==> src/shared/sarc_defines.svh <==
// constants of the successive approximation conversion control
`ifndef SARC_DEFINES_SVH
`define SARC_DEFINES_SVH

// result word: 14 bits, straight binary
`define SARC_RES_W 14
`define SARC_IDX_W 4
`define SARC_MSB_IDX 4'hd
`define SARC_CODE_ZERO 14'h0000
`define SARC_CODE_MID 14'h2000
`define SARC_CODE_FULL 14'h3fff

// timing, figures in ns
`define SARC_CLK_NS 40
`define SARC_THROUGHPUT_NS 2000
`define SARC_STEP_NS 120
// least time per trial step, rounded up to whole clocks
`define SARC_STEP_CYC ((`SARC_STEP_NS + `SARC_CLK_NS - 1) / `SARC_CLK_NS)
// longest whole conversion, rounded down to whole clocks
`define SARC_THROUGHPUT_CYC (`SARC_THROUGHPUT_NS / `SARC_CLK_NS)
`define SARC_CNT_W 4

`endif

==> src/shared/sarc_pkg.sv <==
// types of the successive approximation conversion control
package sarc_pkg;

   typedef enum logic [2:0] {
      SARC_ACQ = 3'b000,
      SARC_OPEN_GND = 3'b001,
      SARC_DISCONNECT = 3'b010,
      SARC_TRIAL = 3'b011,
      SARC_DONE = 3'b100
   } sarc_state_t;

   typedef struct packed {
      sarc_state_t state;
      logic [3:0] bit_idx;
      logic [13:0] trial;
      logic [13:0] result;
      logic done;
      logic ignored;
      logic [1:0] start_sync;
      logic start_prev;
      logic [1:0] comp_sync;
   } sarc_ctrl_t;

   typedef struct packed {
      logic [3:0] cnt;
      logic tick;
   } sarc_timer_t;

endpackage

==> src/shared/sarc_tick_if.sv <==
// carrier between the control and its internal conversion clock
`timescale 1ns/1ps
interface sarc_tick_if;
   logic run;
   logic tick;
   modport ctrl (output run, input tick);
   modport timer (input run, output tick);
endinterface

==> src/logic/sarc_step_timer.sv <==
// internal conversion clock: one tick per trial step
`timescale 1ns/1ps
`include "sarc_defines.svh"
module sarc_step_timer #(
   parameter logic [3:0] STEP_CYC = 4'(`SARC_STEP_CYC)
) (
   // clock and reset
   input wire logic clk,
   input wire logic sys_rst,
   // step carrier
   sarc_tick_if.timer tk
);

   sarc_pkg::sarc_timer_t st_ff;
   sarc_pkg::sarc_timer_t nxt_st;

   always_comb begin
      nxt_st = st_ff;
      nxt_st.tick = 1'b0;
      if (!tk.run) begin
         // hold the count at zero while run is low so no stale count leaks into the next conversion
         nxt_st.cnt = 4'h0;
      end else if (st_ff.cnt == STEP_CYC - 4'h1) begin
         nxt_st.cnt = 4'h0;
      end else begin
         nxt_st.cnt = st_ff.cnt + 4'h1;
      end
      // registered tick marks the step's last cycle
      nxt_st.tick = tk.run && (nxt_st.cnt == STEP_CYC - 4'h1);
   end

   always_ff @(posedge clk) begin
      if (sys_rst) begin
         st_ff <= '0;
      end else begin
         st_ff <= nxt_st;
      end
   end

   // gated by run so a leftover tick never reaches a new conversion
   assign tk.tick = tk.run && st_ff.tick;

endmodule

==> src/logic/sarc_conversion_control.sv <==
// successive approximation conversion control, acquisition to result
// Contract
// (RL1) start rise: open ground switches, then disconnect
// (RL2) fourteen binary trials, msb first
// (RL3) return to acquisition unprompted after last step
// (RL4) present code and pulse conversion complete
// (RL5) steps timed by internal conversion clock
// (RL6) result is fourteen bit straight binary
// (RL7) over range saturates at all ones
// (RL8) under range saturates at all zeros
// (RL9) result belongs to this conversion's sample
// (RL10) up to 500 kSPS, powered down between
// (RL11) conversion completes regardless of start input
// (RL12) hold result register until next completion
`timescale 1ns/1ps
`include "sarc_defines.svh"
module sarc_conversion_control #(
   parameter logic [3:0] STEP_CYC = 4'(`SARC_STEP_CYC)
) (
   // clock and reset
   input wire logic clk,
   input wire logic sys_rst,
   // conversion trigger pin
   input wire logic convert_start,
   // analog front end
   input wire logic comp_keep,
   output logic pos_array_ground_switch,
   output logic neg_array_ground_switch,
   output logic array_sample,
   output logic [13:0] dac_trial,
   output logic analog_power_up,
   // toward serial output logic
   output logic conv_busy,
   output logic conv_done,
   output logic [13:0] result_code,
   output logic start_ignored
);

   sarc_pkg::sarc_ctrl_t st_ff;
   sarc_pkg::sarc_ctrl_t nxt_st;
   sarc_tick_if tk ();

   logic start_rise;
   logic last_step;
   logic [13:0] one_hot;
   logic [13:0] kept;

   sarc_step_timer #(
      .STEP_CYC(STEP_CYC)
   ) u_timer (
      .clk(clk),
      .sys_rst(sys_rst),
      .tk(tk)
   );

   // edge looks only at the second sync stage
   assign start_rise = st_ff.start_sync[1] && !st_ff.start_prev;
   assign last_step = (st_ff.bit_idx == 4'h0);
   assign one_hot = 14'h0001 << st_ff.bit_idx;
   // trial bit stays when the held sample sits at or above the level
   assign kept = st_ff.comp_sync[1] ? st_ff.trial
      : (st_ff.trial & ~one_hot);

   // RL5 steps paced by timer
   assign tk.run = (st_ff.state == sarc_pkg::SARC_TRIAL);

   always_comb begin
      nxt_st = st_ff;
      nxt_st.done = 1'b0;
      nxt_st.ignored = 1'b0;
      nxt_st.start_sync = {st_ff.start_sync[0], convert_start};
      nxt_st.start_prev = st_ff.start_sync[1];
      nxt_st.comp_sync = {st_ff.comp_sync[0], comp_keep};
      case (st_ff.state)
         sarc_pkg::SARC_ACQ: begin
            // RL1 rise ends acquisition
            if (start_rise) begin
               nxt_st.state = sarc_pkg::SARC_OPEN_GND;
            end
         end
         sarc_pkg::SARC_OPEN_GND: begin
            // RL1 arrays leave inputs after switches open
            nxt_st.state = sarc_pkg::SARC_DISCONNECT;
         end
         sarc_pkg::SARC_DISCONNECT: begin
            // RL2 first trial at half reference
            nxt_st.state = sarc_pkg::SARC_TRIAL;
            nxt_st.bit_idx = `SARC_MSB_IDX;
            nxt_st.trial = `SARC_CODE_MID;
         end
         sarc_pkg::SARC_TRIAL: begin
            if (tk.tick) begin
               // RL2 decide bit, move one weight down
               if (last_step) begin
                  // RL7 no carry: all kept gives all ones
                  // RL8 none kept gives all zeros
                  nxt_st.trial = kept;
                  nxt_st.state = sarc_pkg::SARC_DONE;
               end else begin
                  nxt_st.bit_idx = st_ff.bit_idx - 4'h1;
                  nxt_st.trial = kept | (one_hot >> 1);
               end
            end
         end
         sarc_pkg::SARC_DONE: begin
            // RL9 code from this sample only
            // RL6 trial word is the straight binary code
            // RL12 held until next completion
            nxt_st.result = st_ff.trial;
            // RL4 completion pulse
            nxt_st.done = 1'b1;
            // RL3 back to acquisition
            nxt_st.state = sarc_pkg::SARC_ACQ;
         end
         default: begin
            nxt_st.state = sarc_pkg::SARC_ACQ;
         end
      endcase
      // RL11 starts during conversion are ignored
      if (start_rise && (st_ff.state != sarc_pkg::SARC_ACQ)) begin
         nxt_st.ignored = 1'b1;
      end
   end

   always_ff @(posedge clk) begin
      if (sys_rst) begin
         st_ff <= '0;
      end else begin
         st_ff <= nxt_st;
      end
   end

   // switches closed only while acquiring
   assign pos_array_ground_switch = (st_ff.state == sarc_pkg::SARC_ACQ);
   assign neg_array_ground_switch = (st_ff.state == sarc_pkg::SARC_ACQ);
   assign array_sample = (st_ff.state == sarc_pkg::SARC_ACQ) ||
      (st_ff.state == sarc_pkg::SARC_OPEN_GND);
   assign dac_trial = (st_ff.state == sarc_pkg::SARC_TRIAL) ?
      st_ff.trial : `SARC_CODE_ZERO;
   // RL10 front end powered only while converting
   assign analog_power_up = (st_ff.state != sarc_pkg::SARC_ACQ);
   assign conv_busy = (st_ff.state != sarc_pkg::SARC_ACQ);
   assign conv_done = st_ff.done;
   assign result_code = st_ff.result;
   assign start_ignored = st_ff.ignored;

endmodule

==> config.mk <==
export PLATFORM = sky130hd
export DESIGN_NAME = sarc_conversion_control
export DESIGN_NICKNAME = d
export VERILOG_FILES = /design/src/shared/sarc_pkg.sv /design/src/shared/sarc_tick_if.sv /design/src/logic/sarc_step_timer.sv /design/src/logic/sarc_conversion_control.sv
export VERILOG_INCLUDE_DIRS = /design/src /design/src/shared
export SDC_FILE = /design/constraint.sdc
export NUM_CORES = 1
export LEC_CHECK = 0
export ABC_AREA = 1
export BUFFER_PORTS_ARGS = -buffer_cell sky130_fd_sc_hd__buf_2
export CORE_ASPECT_RATIO = 1.4
export CORE_MARGIN = 2
export CORE_UTILIZATION = 35
export CTS_CLUSTER_DIAMETER = 200
export DETAILED_ROUTE_END_ITERATION = 10
export SLEW_MARGIN = 20
export SYNTH_ARGS = -nofsm -noshare
export SYNTH_HDL_FRONTEND = slang
export SYNTH_HIERARCHICAL = 1
export SYNTH_SLANG_ARGS = --single-unit
export TNS_END_PERCENT = 10
==> constraint.sdc <==
create_clock -name clk -period 2 [get_ports clk]
set_clock_uncertainty 0.2 [all_clocks]
set_input_delay 0.2 -clock clk [delete_from_list [all_inputs] [get_ports clk]]
set_output_delay 0.2 -clock clk [all_outputs]
set_load 0.01 [all_outputs]
==> results.py <==
metrics = {
    "setup_path": {
        "cp_data_required_time_ns": 1.60,
        "crit_family": "buffers and inverters",
        "start_kind": "flop",
        "critPathMaxStageDelay_ns": 0.33,
        "path_class": "reg2out",
        "arrival_ns": 1.36,
        "path_buf_inv": 3,
        "end_kind": "primary output",
        "crit_chain": "inv_1 > nand3_4 > buf_4 > nor2_1 > buf_2",
        "cpMaxStageDelayCell": "dfxtp_1",
        "worstPathMaxFanout": 17,
    },
    "synthesis": {
        "synth_area_mm2": 0.00238,
        "yosysSeqAreaShare_pct": 39.6,
        "synth_nets": 339,
        "synth.distinct_cells": 30,
        "avgSynthCellArea_um2": 7.25,
        "synth-seq-cells": 47,
        "synth.largest_area_cell": "dfxtp_1",
        "netlist.area_leader.share_pct": 39.6,
        "netlist_instances": 328,
        "synth_warnings": 6,
        "synth_area_leaders": "dfxtp_1 (40%), nand2_1 (8.0%), nor2_1 (7.4%)",
    },
    "timing": {
        "tns_ns": 0,
        "finalCriticalPeriod_ns": 1.76,
        "whs_ns": 0.0352,
        "finalSetupViolCount": 0,
        "rsz0062_at_grt": "no",
        "fmax_mhz": 569,
        "period_share_pct": 87.8,
        "hold_violations": 0,
        "drv_slew": 0,
        "tightest_slew_ns": 0.507,
        "timing.slew.headroom_pct": 66.1,
    },
    "die": {
        "io_pins": 39,
        "num_rows": 35,
        "fp.dieH_um": 102,
        "initial_utilization_pct": 36.2,
        "die_w_um": 73.7,
        "die_area_mm2": 0.00748,
        "core_mm2": 0.00657,
    },
    "layout": {
        "nets": 363,
        "drive_gt1_share_pct": 22.7,
        "multi_input_area_mm2": 0.00109,
        "syn_to_final_growth_pct": 11.7,
        "fillerInstances": 722,
        "regArea_um2": 942,
        "post-route-util_pct": 40.5,
        "antenna_cells": 0,
    },
    "flow_run": {
        "drv_cap": 0,
    },
    "detailed_routing": {
        "drt_iter0_drc": 71,
        "first_pass_iters": 4,
        "wirelength_mm": 4.91,
        "ant_nets": 0,
        "routedWlPerCell_um": 11.5,
        "post_drt_via_cell_ratio": 4.77,
        "vias": 2035,
        "drc_errors": 0,
    },
    "global_route": {
        "grt_first_pass_wirelength_mm": 8.42,
        "grt_pass1_vias": 1909,
        "groute.usage.overall_pct": 14.1,
        "grt-ovfl-total": 0,
        "antenna_found_initial": 0,
        "grt_max_degree": 29,
    },
    "clock_tree": {
        "root_buffer": "clkbuf_8",
        "cts_tree": "done",
        "cts_buffer_depth": 2,
        "numClockSinks": 47,
        "clkTransAtPathRegs_ns": 0.09,
        "clk_latency_ns": 0.30,
        "htreeDepth": 2,
        "numCtsBuffers": 5,
    },
    "pwr": {
        "power-per-cell-area_mw_per_mm2": 795,
        "peakVddDrop_uv": 308,
        "p_leak_uw": 0.00117,
    },
    "placement": {
        "io_buffer_count": 38,
        "dp_hpwl_mm": 3.59,
        "gp_congestion": 0.891,
    },
    "outcome": {
        "status": "complete, no violations",
    },
    "worst_hold_path": {
        "worstHoldPathType": "in2reg",
    },
}
## state kept, by name, indices dropped and copies added (netlist names)
register,cells
conv_done,1
start_ignored,1
result_code,14
u_timer/st_ff,5
nxt_st,3
st_ff,23
## cell usage after synthesis
cell      count
dfxtp_1      47
nand2_2       8
clkinv_1      1
nor2_2        3
nor2_8        1
o21bai_1      1
ha_1          7
o21ai_0      17
o21ai_1       1
nand3_1      27
nor3_2        1
a31oi_1       1
inv_1        37
a21oi_2       8
buf_1         1
nor2_4        1
nor3_1        2
nand2_1      51
buf_2         6
nand3b_1      1
buf_8         1
clkbuf_1      3
buf_4        18
nor4_1        1
nor2_1       47
nand4_1       7
a21oi_1      24
nand3_4       1
xnor2_1       1
inv_2         3
## cell type report
| cell class | instances | area share (%) |
|---|---|---|
| Clock buffer | 6 | 3.11 |
| Clock inverter | 2 | 1.46 |
| Inverter | 41 | 5.79 |
| Multi-Input combinational cell | 211 | 41.1 |
| Sequential cell | 47 | 35.5 |
| Tap cell | 74 | 3.48 |
| Timing Repair Buffer | 46 | 9.60 |
## path summary, 6_finish.rpt
| kind | start | to | slack, ns | cells past startpoint |
|---|---|---|---|---|
| worst min-delay path | sys_rst | st_ff[22] | 0.04 | 2 |
| worst max register to register | st_ff[41] | st_ff[28] | 0.27 | 9 |
| worst min register to register | nxt_st[4] | nxt_st[2] | 0.21 | 2 |
| worst max-delay path | st_ff[41] | dac_trial[11] | 0.24 | 5 |
## metal layers
metal | part of all wire (%) | up-vias | GRT usage (%)
met3 | 3.0 | 10 | 2.49
li1 | - | 1073 | -
met2 | 52 | 41 | 26.4
met4 | 2.2 | 0 | 5.59
met1 | 42 | 911 | 15.1
met5 | 0 | - | 0
## worst register-to-register path: stages, from the launching register on
cell	delay [ns]
dfxtp_1	0.33
inv_1	0.15
nand3_4	0.09
inv_2	0.07
nand2_1	0.04
inv_1	0.08
inv_1	0.13
nor2_8	0.28
nand4_1	0.14
a21oi_1	0.16
## timing repair
action                     4_1_cts  5_1_grt
gates resized for setup          0        2
setup buffers                    0        0
hold endpoints to repair         2        0
setup endpoints to repair        0        2
hold buffers                     2        0
## kinds of logic after synthesis
group / share of synthesized area (%)
DFF: 39.6
adders and majority gates: 3.68
AOI/OAI and AO/OA: 12.4
buffers and inverters: 14.7
and+or+nand+nor: 29.4
xor gates and xnor gates: 0.368
## report_power, final
| group | internal, µW | total [µW] | switching, µW |
|---|---|---|---|
| Sequential | 969 | 999 | 30.5 |
| Clock | 411 | 745 | 334 |
| Combinational | 122 | 368 | 246 |
## per-stage QoR
step | total power, µW | setup slack, ns | instance area, µm² | std cells
after floorplan | 1300 | 0.238 | 2380 | 328
after global placement | 1380 | 0.255 | 2510 | 417
after detailed placement | 1390 | 0.221 | 2510 | 417
after CTS | 2140 | 0.192 | 2650 | 427
after global routing | 2220 | 0.0506 | 2660 | 427
final | 2110 | 0.243 | 2660 | 427
## layout by cell type, fill, tap and decap left out, types with 2 or more instances in the layout
cell type      instances
ha_1                   7
nand2_2                8
o21ai_0               17
dfxtp_1               46
inv_2                  3
inv_1                 37
a21oi_1               23
dlygate4sd3_1          2
buf_4                  6
nor3_1                 2
a21oi_2                9
nand2_1               51
clkbuf_8               6
nor2_2                 3
nand4_1                7
buf_2                 38
nor2_1                47
nand3_1               27
Note: power is estimated with default switching activity, not from simulation.
